$ cat src/cso_defs.svh
// Register offsets, field positions, reset values and timing counts
`ifndef CSO_DEFS_SVH
`define CSO_DEFS_SVH
`define CSO_ADDR_W 5
`define CSO_OFS_CTRL 5'h00
`define CSO_OFS_MOTION 5'h04
`define CSO_OFS_EVENT 5'h08
`define CSO_OFS_INHIBIT 5'h0c
`define CSO_OFS_SWITCH 5'h10
`define CSO_OFS_STATUS 5'h14
`define CSO_RST_CTRL 32'h0000_0000
`define CSO_RST_MOTION 32'h0000_0000
`define CSO_RST_INHIBIT 32'h0000_0000
`define CSO_PIN_RST 5'b00110
`define CSO_CTRL_SELFTEST_DONE 0
`define CSO_CTRL_HW_FAULT 1
`define CSO_CTRL_LOOP_OPEN 2
`define CSO_CTRL_ALARM_CAUSE 3
`define CSO_CTRL_JOG 4
`define CSO_CTRL_AUTO 5
`define CSO_CTRL_MDI 6
`define CSO_CTRL_SINGLE 7
`define CSO_CTRL_CONV 8
`define CSO_MOT_RAPID 0
`define CSO_MOT_TAP 1
`define CSO_MOT_SCREW_CUTTING_FLAG 2
`define CSO_MOT_PROBE 3
`define CSO_MOT_HOME 4
`define CSO_MOT_RIGID 5
`define CSO_MOT_CSS 6
`define CSO_MOT_RETRACED 7
`define CSO_MOT_JOG_KEY 8
`define CSO_EV_START_KEY 0
`define CSO_EV_STOP_KEY 1
`define CSO_EV_RESET_KEY 2
`define CSO_EV_MSG_CLEAR 3
`define CSO_EV_PROG_END 4
`define CSO_EV_BLOCK_DONE 5
`define CSO_EV_AT_POSITION 6
`define CSO_FEED_NIBBLE 4'h8
`define CSO_FEED_INH_BASE 8
`define CSO_FEED_LOWEST 8'h08
`define CSO_RESET_PULSE_MS 100
`define CSO_CLK_KHZ 100000
`define CSO_RESP_OKAY 2'b00
`define CSO_RESP_SLVERR 2'b10
`endif

$ cat src/cso_pkg.sv
// Types shared by the status output block
package cso_pkg;
  typedef struct packed {
    logic selftest_ok_flag;
    logic cycle_request;
    logic feed_hold_indication;
    logic reset_done_pulse;
    logic loop_open_flag;
    logic alarm_n;
    logic hw_emergency_n;
    logic jog_mode_flag;
    logic auto_mode_flag;
    logic manual_entry_flag;
    logic single_block_flag;
    logic conversational_mode_flag;
    logic in_cycle_flag;
    logic rapid_flag;
    logic tapping_flag;
    logic screw_cutting_flag;
    logic probing_flag;
    logic home_search_flag;
    logic rigid_tap_flag;
    logic constant_surface_speed_flag;
    logic reverse_path_input_complete_flag;
  } cso_status_t;
  typedef struct packed {
    logic reverse_path_input;
    logic reset_request_input;
    logic stop_input_n;
    logic feed_hold_input_n;
    logic cycle_go_input;
  } cso_plc_in_t;
  typedef enum logic [1:0] {
    CSO_RUN_IDLE,
    CSO_RUN_BUSY
  } cso_run_t;
endpackage

$ cat src/cso_status_outputs.sv
// General status outputs toward the machine logic controller
`timescale 1ns/10ps
`include "cso_defs.svh"

module cso_status_outputs
  import cso_pkg::*;
#(
  parameter bit MILL_VARIANT = 1'b1,
  parameter int RESET_PULSE_CYCLES =
    `CSO_RESET_PULSE_MS * `CSO_CLK_KHZ
) (
  // Clock and reset
  input wire logic aclk,
  input wire logic aresetn,
  // AXI4-Lite write address
  input wire logic [`CSO_ADDR_W-1:0] s_axi_awaddr,
  input wire logic [2:0] s_axi_awprot,
  input wire logic s_axi_awvalid,
  output logic s_axi_awready,
  // AXI4-Lite write data
  input wire logic [31:0] s_axi_wdata,
  input wire logic [3:0] s_axi_wstrb,
  input wire logic s_axi_wvalid,
  output logic s_axi_wready,
  // AXI4-Lite write response
  output logic [1:0] s_axi_bresp,
  output logic s_axi_bvalid,
  input wire logic s_axi_bready,
  // AXI4-Lite read address
  input wire logic [`CSO_ADDR_W-1:0] s_axi_araddr,
  input wire logic [2:0] s_axi_arprot,
  input wire logic s_axi_arvalid,
  output logic s_axi_arready,
  // AXI4-Lite read data
  output logic [31:0] s_axi_rdata,
  output logic [1:0] s_axi_rresp,
  output logic s_axi_rvalid,
  input wire logic s_axi_rready,
  // Panel keyboard switch, same clock domain
  input wire logic [7:0] panel_switch_code,
  // Controller inputs, asynchronous pins
  input wire cso_plc_in_t plc_in,
  // Status toward the controller
  output cso_status_t status,
  output logic [7:0] applied_position
);

  // Pins rest at their idle levels in reset, so no false edge follows
  localparam logic [4:0] SYNC_RST = `CSO_PIN_RST;
  localparam int PULSE_W = $clog2(RESET_PULSE_CYCLES + 1);

  // Pin synchronisers: three stages, change taken when 2 and 3 agree
  logic [4:0] sync1, sync2, sync3, pin_q;
  genvar gi;
  generate
    for (gi = 0; gi < 5; gi++) begin : g_sync
      always_ff @(posedge aclk) begin
        if (!aresetn) begin
          sync1[gi] <= SYNC_RST[gi];
          sync2[gi] <= SYNC_RST[gi];
          sync3[gi] <= SYNC_RST[gi];
          pin_q[gi] <= SYNC_RST[gi];
        end else begin
          sync1[gi] <= plc_in[gi];
          sync2[gi] <= sync1[gi];
          sync3[gi] <= sync2[gi];
          if (sync2[gi] == sync3[gi]) begin
            pin_q[gi] <= sync3[gi];
          end
        end
      end
    end
  endgenerate

  cso_plc_in_t pin_now, pin_prev;
  assign pin_now = cso_plc_in_t'(pin_q);
  always_ff @(posedge aclk) begin
    if (!aresetn) begin
      pin_prev <= cso_plc_in_t'(SYNC_RST);
    end else begin
      pin_prev <= pin_now;
    end
  end
  wire go_rise = pin_now.cycle_go_input & ~pin_prev.cycle_go_input;
  wire stop_fall = ~pin_now.stop_input_n & pin_prev.stop_input_n;
  wire rst_req_rise = pin_now.reset_request_input &
    ~pin_prev.reset_request_input;

  // AXI4-Lite slave: address and data taken in either order
  logic aw_held, w_held, ar_busy;
  logic [`CSO_ADDR_W-1:0] aw_addr, ar_addr;
  logic [31:0] w_data;
  logic [3:0] w_strb;
  logic [31:0] ctrl, motion, inhibit;
  logic [31:0] ev_pulse;
  logic [31:0] rd_word;
  logic rd_ok;

  assign s_axi_awready = ~aw_held & ~s_axi_bvalid;
  assign s_axi_wready = ~w_held & ~s_axi_bvalid;
  assign s_axi_arready = ~ar_busy;
  wire do_write = aw_held & w_held & ~s_axi_bvalid;
  wire wr_ctrl = do_write && aw_addr == `CSO_OFS_CTRL;
  wire wr_motion = do_write && aw_addr == `CSO_OFS_MOTION;
  wire wr_event = do_write && aw_addr == `CSO_OFS_EVENT;
  wire wr_inhibit = do_write && aw_addr == `CSO_OFS_INHIBIT;
  wire wr_known = wr_ctrl | wr_motion | wr_event | wr_inhibit;

  function automatic logic [31:0] merge(input logic [31:0] old,
                                        input logic [31:0] nw,
                                        input logic [3:0] strb);
    logic [31:0] r;
    r = old;
    for (int b = 0; b < 4; b++) begin
      if (strb[b]) begin
        r[b*8 +: 8] = nw[b*8 +: 8];
      end
    end
    return r;
  endfunction

  always_ff @(posedge aclk) begin
    if (!aresetn) begin
      aw_held <= 1'b0;
      w_held <= 1'b0;
      aw_addr <= '0;
      w_data <= '0;
      w_strb <= '0;
      s_axi_bvalid <= 1'b0;
      s_axi_bresp <= `CSO_RESP_OKAY;
    end else begin
      if (s_axi_awvalid && s_axi_awready) begin
        aw_held <= 1'b1;
        aw_addr <= s_axi_awaddr;
      end
      if (s_axi_wvalid && s_axi_wready) begin
        w_held <= 1'b1;
        w_data <= s_axi_wdata;
        w_strb <= s_axi_wstrb;
      end
      if (do_write) begin
        aw_held <= 1'b0;
        w_held <= 1'b0;
        s_axi_bvalid <= 1'b1;
        s_axi_bresp <= wr_known ? `CSO_RESP_OKAY : `CSO_RESP_SLVERR;
      end else if (s_axi_bready) begin
        s_axi_bvalid <= 1'b0;
      end
    end
  end

  // Software registers; the event word is write-one-pulse, never stored
  always_ff @(posedge aclk) begin
    if (!aresetn) begin
      ctrl <= `CSO_RST_CTRL;
      motion <= `CSO_RST_MOTION;
      inhibit <= `CSO_RST_INHIBIT;
      ev_pulse <= '0;
    end else begin
      ev_pulse <= wr_event ? merge('0, w_data, w_strb) : '0;
      if (wr_ctrl) begin
        ctrl <= merge(ctrl, w_data, w_strb);
      end
      if (wr_motion) begin
        motion <= merge(motion, w_data, w_strb);
      end
      if (wr_inhibit) begin
        inhibit <= merge(inhibit, w_data, w_strb);
      end
    end
  end

  // Read path
  // Answer registered one edge after the address; data frozen until taken
  always_comb begin
    rd_ok = 1'b1;
    if (ar_addr == `CSO_OFS_CTRL) begin
      rd_word = ctrl;
    end else if (ar_addr == `CSO_OFS_MOTION) begin
      rd_word = motion;
    end else if (ar_addr == `CSO_OFS_EVENT) begin
      rd_word = '0;
    end else if (ar_addr == `CSO_OFS_INHIBIT) begin
      rd_word = inhibit;
    end else if (ar_addr == `CSO_OFS_SWITCH) begin
      rd_word = {16'h0000, applied_position, panel_switch_code};
    end else if (ar_addr == `CSO_OFS_STATUS) begin
      rd_word = {11'h000, status};
    end else begin
      rd_word = '0;
      rd_ok = 1'b0;
    end
  end

  always_ff @(posedge aclk) begin
    if (!aresetn) begin
      ar_busy <= 1'b0;
      ar_addr <= '0;
      s_axi_rvalid <= 1'b0;
      s_axi_rdata <= '0;
      s_axi_rresp <= `CSO_RESP_OKAY;
    end else begin
      if (s_axi_arvalid && s_axi_arready) begin
        ar_busy <= 1'b1;
        ar_addr <= s_axi_araddr;
      end else if (ar_busy && !s_axi_rvalid) begin
        s_axi_rvalid <= 1'b1;
        s_axi_rdata <= rd_word;
        s_axi_rresp <= rd_ok ? `CSO_RESP_OKAY : `CSO_RESP_SLVERR;
      end else if (s_axi_rvalid && s_axi_rready) begin
        s_axi_rvalid <= 1'b0;
        ar_busy <= 1'b0;
      end
    end
  end

  // Event strobes and control levels from the firmware
  wire start_key = ev_pulse[`CSO_EV_START_KEY];
  wire stop_key = ev_pulse[`CSO_EV_STOP_KEY];
  wire reset_key = ev_pulse[`CSO_EV_RESET_KEY];
  wire msg_clear = ev_pulse[`CSO_EV_MSG_CLEAR];
  wire prog_end = ev_pulse[`CSO_EV_PROG_END];
  wire block_done = ev_pulse[`CSO_EV_BLOCK_DONE];
  wire at_position = ev_pulse[`CSO_EV_AT_POSITION];
  wire jog_mode = ctrl[`CSO_CTRL_JOG];
  wire single_mode = ctrl[`CSO_CTRL_SINGLE];
  wire alarm_cause = ctrl[`CSO_CTRL_ALARM_CAUSE];

  // Applied switch position; only feed positions are substituted
  // Inhibit bits outside the feed field neither block the key nor remap the code
  function automatic logic [7:0] apply_code(input logic [7:0] sel,
                                            input logic [31:0] inh);
    logic [7:0] r;
    logic found;
    r = sel;
    found = 1'b0;
    if (sel[3:0] == `CSO_FEED_NIBBLE && sel[7:4] != 4'hf) begin
      r = `CSO_FEED_LOWEST;
      for (int i = 14; i >= 0; i--) begin
        if (!found && i <= int'(sel[7:4]) &&
            !inh[`CSO_FEED_INH_BASE + i]) begin
          r = {4'(i), `CSO_FEED_NIBBLE};
          found = 1'b1;
        end
      end
    end
    return r;
  endfunction

  wire [7:0] next_applied = apply_code(panel_switch_code, inhibit);

  // Latched stop, cleared by the next cycle start
  logic stop_latch, alarm_latch;
  cso_run_t run_state, next_run;
  logic [PULSE_W-1:0] pulse_cnt;
  wire stop_req = stop_key | stop_fall;
  wire next_stop_latch = stop_req | (stop_latch & ~go_rise);
  // Set beats clear so an alarm is never lost in the clearing cycle
  wire next_alarm = alarm_cause | (alarm_latch & ~msg_clear);

  always_comb begin
    next_run = run_state;
    case (run_state)
      CSO_RUN_IDLE: begin
        if (go_rise && !stop_req) begin
          next_run = CSO_RUN_BUSY;
        end
      end
      CSO_RUN_BUSY: begin
        if (prog_end || stop_req) begin
          next_run = CSO_RUN_IDLE;
        end else if (single_mode && block_done) begin
          next_run = CSO_RUN_IDLE;
        end else if (jog_mode && at_position) begin
          next_run = CSO_RUN_IDLE;
        end
      end
      default: next_run = CSO_RUN_IDLE;
    endcase
  end

  wire in_cycle = run_state == CSO_RUN_BUSY ||
    (jog_mode && motion[`CSO_MOT_JOG_KEY]);
  wire next_cycle_req = start_key | (status.cycle_request & ~go_rise);
  wire pulse_start = reset_key | rst_req_rise;
  wire ready = ctrl[`CSO_CTRL_SELFTEST_DONE] & ~ctrl[`CSO_CTRL_HW_FAULT];

  // Reset-done pulse; a new request restarts the full width
  always_ff @(posedge aclk) begin
    if (!aresetn) begin
      pulse_cnt <= '0;
    end else if (pulse_start) begin
      pulse_cnt <= PULSE_W'(RESET_PULSE_CYCLES);
    end else if (pulse_cnt != '0) begin
      pulse_cnt <= pulse_cnt - 1'b1;
    end
  end

  always_ff @(posedge aclk) begin
    if (!aresetn) begin
      run_state <= CSO_RUN_IDLE;
      stop_latch <= 1'b0;
      alarm_latch <= 1'b0;
    end else begin
      run_state <= next_run;
      stop_latch <= next_stop_latch;
      alarm_latch <= next_alarm;
    end
  end

  // Registered outputs; flags low and alarm lines high at reset
  // Level flags lag their register by one edge; firmware owns the timing
  always_ff @(posedge aclk) begin
    if (!aresetn) begin
      status <= '0;
      status.alarm_n <= 1'b1;
      status.hw_emergency_n <= 1'b1;
      applied_position <= '0;
    end else begin
      status.selftest_ok_flag <= ready;
      status.cycle_request <= next_cycle_req;
      status.feed_hold_indication <= next_stop_latch |
        ~pin_now.feed_hold_input_n;
      status.reset_done_pulse <= pulse_start | (pulse_cnt > 1);
      status.loop_open_flag <= ctrl[`CSO_CTRL_LOOP_OPEN];
      status.alarm_n <= ~next_alarm;
      status.hw_emergency_n <= ~next_alarm;
      status.jog_mode_flag <= jog_mode;
      status.auto_mode_flag <= ctrl[`CSO_CTRL_AUTO];
      status.manual_entry_flag <= ctrl[`CSO_CTRL_MDI];
      status.single_block_flag <= single_mode;
      status.conversational_mode_flag <= ctrl[`CSO_CTRL_CONV];
      status.in_cycle_flag <= in_cycle;
      status.rapid_flag <= motion[`CSO_MOT_RAPID];
      status.tapping_flag <= motion[`CSO_MOT_TAP];
      status.screw_cutting_flag <= motion[`CSO_MOT_SCREW_CUTTING_FLAG];
      status.probing_flag <= motion[`CSO_MOT_PROBE];
      status.home_search_flag <= motion[`CSO_MOT_HOME];
      status.rigid_tap_flag <= MILL_VARIANT &
        motion[`CSO_MOT_RIGID];
      status.constant_surface_speed_flag <= ~MILL_VARIANT &
        motion[`CSO_MOT_CSS];
      status.reverse_path_input_complete_flag <= pin_now.reverse_path_input &
        motion[`CSO_MOT_RETRACED];
      applied_position <= next_applied;
    end
  end

endmodule // cso_status_outputs

$ cat config.mk
export PLATFORM = sky130hd
export DESIGN_NAME = cso_status_outputs
export DESIGN_NICKNAME = d
export VERILOG_FILES = /design/src/cso_pkg.sv /design/src/cso_status_outputs.sv
export VERILOG_INCLUDE_DIRS = /design/src /design/src/src
export SDC_FILE = /design/constraint.sdc
export NUM_CORES = 1
export LEC_CHECK = 0
export BUFFER_PORTS_ARGS = -buffer_cell sky130_fd_sc_hd__buf_4
export CORE_ASPECT_RATIO = 1.4
export CORE_MARGIN = 2
export CORE_UTILIZATION = 30
export CTS_CLUSTER_SIZE = 16
export DETAILED_ROUTE_END_ITERATION = 12
export HOLD_SLACK_MARGIN = 0.05
export PLACE_DENSITY = 0.56
export SLEW_MARGIN = 20
export SYNTH_ARGS = -nofsm -noshare
export SYNTH_HDL_FRONTEND = slang
export SYNTH_SLANG_ARGS = --single-unit
$ cat constraint.sdc
create_clock -name aclk -period 5.8 [get_ports aclk]
set_input_delay 1.16 -clock aclk [delete_from_list [all_inputs] [get_ports aclk]]
set_output_delay 1.16 -clock aclk [all_outputs]
set_load 0.03 [all_outputs]
# After elaboration in Yosys (flattened, before gate mapping)
# Cells that the tools add are included.
# W data, S select, Z words.
# word_totals
ramBits	0
regBits	269
rom_bits	0
in_bits	72
elab_cells	318
out_inout_bits	70
n_memories	0
latchBits	0
# op_classes
n_lt_le_gt_ge	15
add_sub_neg	1
eq_ne	19
shifts	0
n_reduce_logical	102
n_mux	71
multipliers	0
bitwise_logic	36
div	0
# ops
operator	count
$mux W32	4
$mux W8	16
$mux W24	2
$logic_and A1 B1 Y1	42
$mux W21	2
$mux W1	40
$reduce_and A2 Y1	16
$logic_not A1 Y1	31
$le A4 B4 Y1 const A	7
$gt A24 B1 Y1 const B	1
$reduce_bool A24 Y1	1
$sub A24 B1 Y24 const B	1
$eq A5 B4 Y1 const B	4
$le A3 B4 Y1 const A	4
$not A1 Y1	14
$and A1 B1 Y1	12
$mux W2	6
$eq A5 B3 Y1 const B	2
$eq A5 B5 Y1 const B	2
$logic_not A5 Y1	2
$or A1 B1 Y1	10
$le A2 B4 Y1 const A	2
$ne A4 B4 Y1 const B	2
$reduce_bool A2 Y1	4
other kinds (10)	17

# Depth between registers and ports, before layout
# logic_depth
word_depth	73
depth_mapped	8
depth_no_buf	7

# Worst setup path before layout
# Ideal clock, no wire load.
# synth_path
path_kind	input port to flip-flop
from	input port panel_switch_code[5]
to	register applied_position[4]
setup_ps	117
t_arrival_ps	2908
slack_ps	2774
n_path_buf	1
required_ps	5683
path_stages	6
cell_sequence	buf_2 -> nor3_1 -> o21ai_0 -> a2111oi_0 -> a311oi_1 -> a32o_1
# synth_via
elab_chain_cells	73
elab_cells_between_ends	101
classes_between	order compare (14); eq/ne (1); mux (43); reduce/logical (43)
# synth_lines
item	line_no	source
start: declaration	cso_status_outputs.sv:40	input wire logic [7:0] panel_switch_code,
$le A4 B4 Y1	cso_status_outputs.sv:240	if (!found && i <= int'(sel[7:4]) &&
$logic_and A1 B1 Y1	cso_status_outputs.sv:240	
$mux W1	cso_status_outputs.sv:240	
$mux W1	cso_status_outputs.sv:237	if (sel[3:0] == `CSO_FEED_NIBBLE && sel[7:4] != 4'hf) begin
$logic_not A1 Y1	cso_status_outputs.sv:240	
$logic_and A1 B1 Y1 (2 in series)	cso_status_outputs.sv:240	
$mux W1	cso_status_outputs.sv:240	
$mux W1	cso_status_outputs.sv:237	
(+55 left out)	n/a	
$logic_not A1 Y1	cso_status_outputs.sv:240	
$logic_and A1 B1 Y1 (2 in series)	cso_status_outputs.sv:240	
$mux W1	cso_status_outputs.sv:240	
$mux W1	cso_status_outputs.sv:237	
$logic_not A1 Y1	cso_status_outputs.sv:240	
$logic_and A1 B1 Y1	cso_status_outputs.sv:240	
$mux W8	cso_status_outputs.sv:240	
$mux W8 *	cso_status_outputs.sv:237	
end signal: assignment	cso_status_outputs.sv:345	applied_position <= next_applied;
end: declaration	cso_status_outputs.sv:45	output logic [7:0] applied_position
# Mark *: on every way between the ends. The rest lies on a longest branch, timed or not. The select of a mux whose other input is x is not followed.
# A chain may end at the register's enable or synchronous reset.

# Final worst setup path
# layout_path
from	register s_axi_bvalid
to	register inhibit[31]
# layout_via
elab_chain_cells	4
# layout_lines
item	line_no	source
start: declaration	cso_status_outputs.sv:27	output logic s_axi_bvalid,
start signal: assignment	cso_status_outputs.sv:129	s_axi_bvalid <= 1'b0;
start signal: assignment	cso_status_outputs.sv:144	s_axi_bvalid <= 1'b1;
start signal: assignment	cso_status_outputs.sv:147	s_axi_bvalid <= 1'b0;
$not A1 Y1	cso_status_outputs.sv:102	wire do_write = aw_held & w_held & ~s_axi_bvalid;
$and A1 B1 Y1	cso_status_outputs.sv:102	
$logic_and A1 B1 Y1 (no line)	n/a	
$reduce_and A2 Y1 (no line)	n/a	
end signal: assignment	cso_status_outputs.sv:157	inhibit <= `CSO_RST_INHIBIT;
end signal: assignment	cso_status_outputs.sv:168	inhibit <= merge(inhibit, w_data, w_strb);
end: declaration	cso_status_outputs.sv:94	logic [31:0] ctrl, motion, inhibit;
# No other way between the ends.

==> reports/results.tsv <==
metric	value	unit
outcome	complete, no violations	
peak supply drop	0.0003209	V
Antenna Nets Post-Route	0	
# IOs	142	
Final Net Count	1405	
gpl congestion	0.8312	
Worst Path Required	6.21	ns
Rows	80	
vias in the first global route	8562	
Leakage	4.620	nW
initial core utilization	0.3050	
Power Density	378.2	mW/mm^2
core area	0.03423	mm^2
crit path launch type	flop	
setup bufs post-CTS	0	
PostCTS Resize Cnt	0	
register area	0.005305	mm^2
synthesized instance count	1243	
Synth Register Bits	265	
wire per inst	17.74	um
CTS Root Cell	clkbuf_16	
area of the multi-input gates	0.004768	mm^2
number of port buffers	132	
most common cell after layout, fill and taps aside	dfxtp_1	
Worst Skew	0.02368	ns
first-pass GRT wire length	48820	um
Yosys warning total	0	
Final Hold Fails	0	
crit end category	flop	
post-synthesis sequential area ratio	0.5080	
CP arrival	3.61	ns
top fanout value on the critical path	19	
ys flop type	dfxtp_1	
detailed placement HPWL	21520	um
Die Height	224.8	um
Final Critical Period	3.196	ns
Slew HR	0.2612	
CTS clock-pin slew for the worst setup and hold paths	0.06	ns
clk_lat worst skew	0.57	ns
Async S/R FF share, synth	0	
CTS Sinks	265	
most frequent cells in the layout	dfxtp_1 (265), nand2_1 (214), a21oi_1 (181)	
crit share post-route	0.5510	
Pwr Total	4.830	mW
RSZ-0062 raised after global routing	false	
Initial DRC Count	651	
Yosys cell types	59	
total CTS buffers	28	
Max clock buf depth	3	
total track usage	0.1703	
max_cap viols	0	
H-tree levels	1	
initial antenna violation count	3	
CTS tree	built	
Detailed Route WL	31980	um
worst setup path class	flop to flop	
Max Fclk	0.3129	GHz
HP Class	flop to flop	
Post-CTS Hold Buffers	0	
Max Slew Vio Count	0	
Filler Cell Count	3587	
Synth Area per Inst	8.401	um^2
share of cells above drive strength 1	0.1547	
mapped cell area	0.01044	mm^2
1st-pass router iterations	7	
P&R area growth vs syn	22.29	%
Via density	5.073	
final setup TNS	0	ns
grt ovf	0	
Via Count	9146	
Die Wd	161.7	um
largest net degree at the start of global routing	134	
number of flops mapped to enable cells by yosys	0	
DRC viols	0	
DIE AREA	0.03634	mm^2
worst-margin pin slew	1.106	ns
count of final setup violators	0	
==> synthesized netlist by cell type, drive strengths merged, types with 13 or more instances <==
cell | n | area (um^2)
nor2 | 73 | 276.5
clkbuf | 80 | 300.3
inv | 14 | 52.55
a22oi | 24 | 180.2
dfxtp | 265 | 5305
a221oi | 16 | 140.1
o211ai | 13 | 97.59
o21ai | 36 | 180.2
nand2 | 214 | 803.3
and2 | 34 | 212.7
nand2b | 17 | 106.4
or3 | 20 | 125.1
nor3 | 15 | 75.07
mux2i | 21 | 210.2
a21oi | 181 | 905.9
nand3 | 99 | 495.5
xnor2 | 17 | 148.9
==> power by group <==
group	switching, mW	internal (mW)	leakage [nW]
combinational	0.510	0.389	1.99
sequential	0.120	1.94	2.15
clock	0.753	1.12	0.472
total	1.38	3.45	4.62
==> routing by layer <==
layer / global-route usage / routed length [um]
met5: 0 / 26
met4: 0.07565 / 1369
met3: 0.02803 / 1948
met2: 0.2858 / 15260
met1: 0.2148 / 13380
==> per-stage QoR <==
stage / setup slack [ns] / area [um^2] / instances / hold slack [ns] / utilization
6_report: 2.604 / 12770 / 1803 / 0.4037 / 0.3730
5_1_grt: 2.304 / 12770 / 1802 / 0.4270 / 0.3730
4_1_cts: 2.558 / 12760 / 1802 / 0.4047 / 0.3728
3_5_place_dp: 2.581 / 11790 / 1752 / 0.3925 / 0.3444
3_3_place_gp: 2.363 / 11790 / 1752 / 0.3953 / 0.3443
2_1_floorplan: 2.774 / 10450 / 1245 / 0.3863 / -
==> kinds of logic after synthesis <==
| kind of cell | share of synthesized area |
|---|---|
| DFF | 0.5080 |
| AOI/OAI and AO/OA | 0.1765 |
| xor gates and xnor gates | 0.01761 |
| other | 0.0003591 |
| adders and majority gates | 0.002396 |
| muxes | 0.02121 |
| and+or+nand+nor | 0.2352 |
| buffers and inverters | 0.03870 |
==> sequential cells by signal (all words and copies together), names as in the netlist, 3 cells and up <==
register and cells:
sync1 5, w_data 32, ctrl 32, sync2 5, pin_prev 3, status 19
aw_addr 5, w_strb 4, s_axi_rdata 32, inhibit 32, pulse_cnt 24, ev_pulse 7
applied_position 8, motion 32, pin_now 5, ar_addr 5, sync3 5
==> cell type report <==
class                      instances  area share
inverter                          14    0.004311
antenna                            1   0.0001960
sequential                       265      0.4154
clock buffer                      37     0.06065
timing repair buffer             145     0.08622
tap                              451     0.04419
multi-input combinational        877      0.3734
clock inverter                    13     0.01558
==> worst max-delay path, stage by stage (launching register included) <==
cell	delay, ns
dfxtp_1	0.39
nand3b_1	0.23
nor4_1	0.59
and3_1	0.90
buf_4	0.39
nand2_1	0.28
nand2_1	0.17
a21oi_1	0.08
==> worst paths after layout <==
path | from | slack (ns) | to | cells after the start
max | s_axi_bvalid | 2.60 | inhibit[31] | 7
min | sync1[2] | 0.40 | sync2[2] | 1
max reg2reg | s_axi_bvalid | 2.60 | inhibit[31] | 7
min reg2reg | sync1[2] | 0.40 | sync2[2] | 1
No activity file was read; power rests on OpenSTA's default activity.
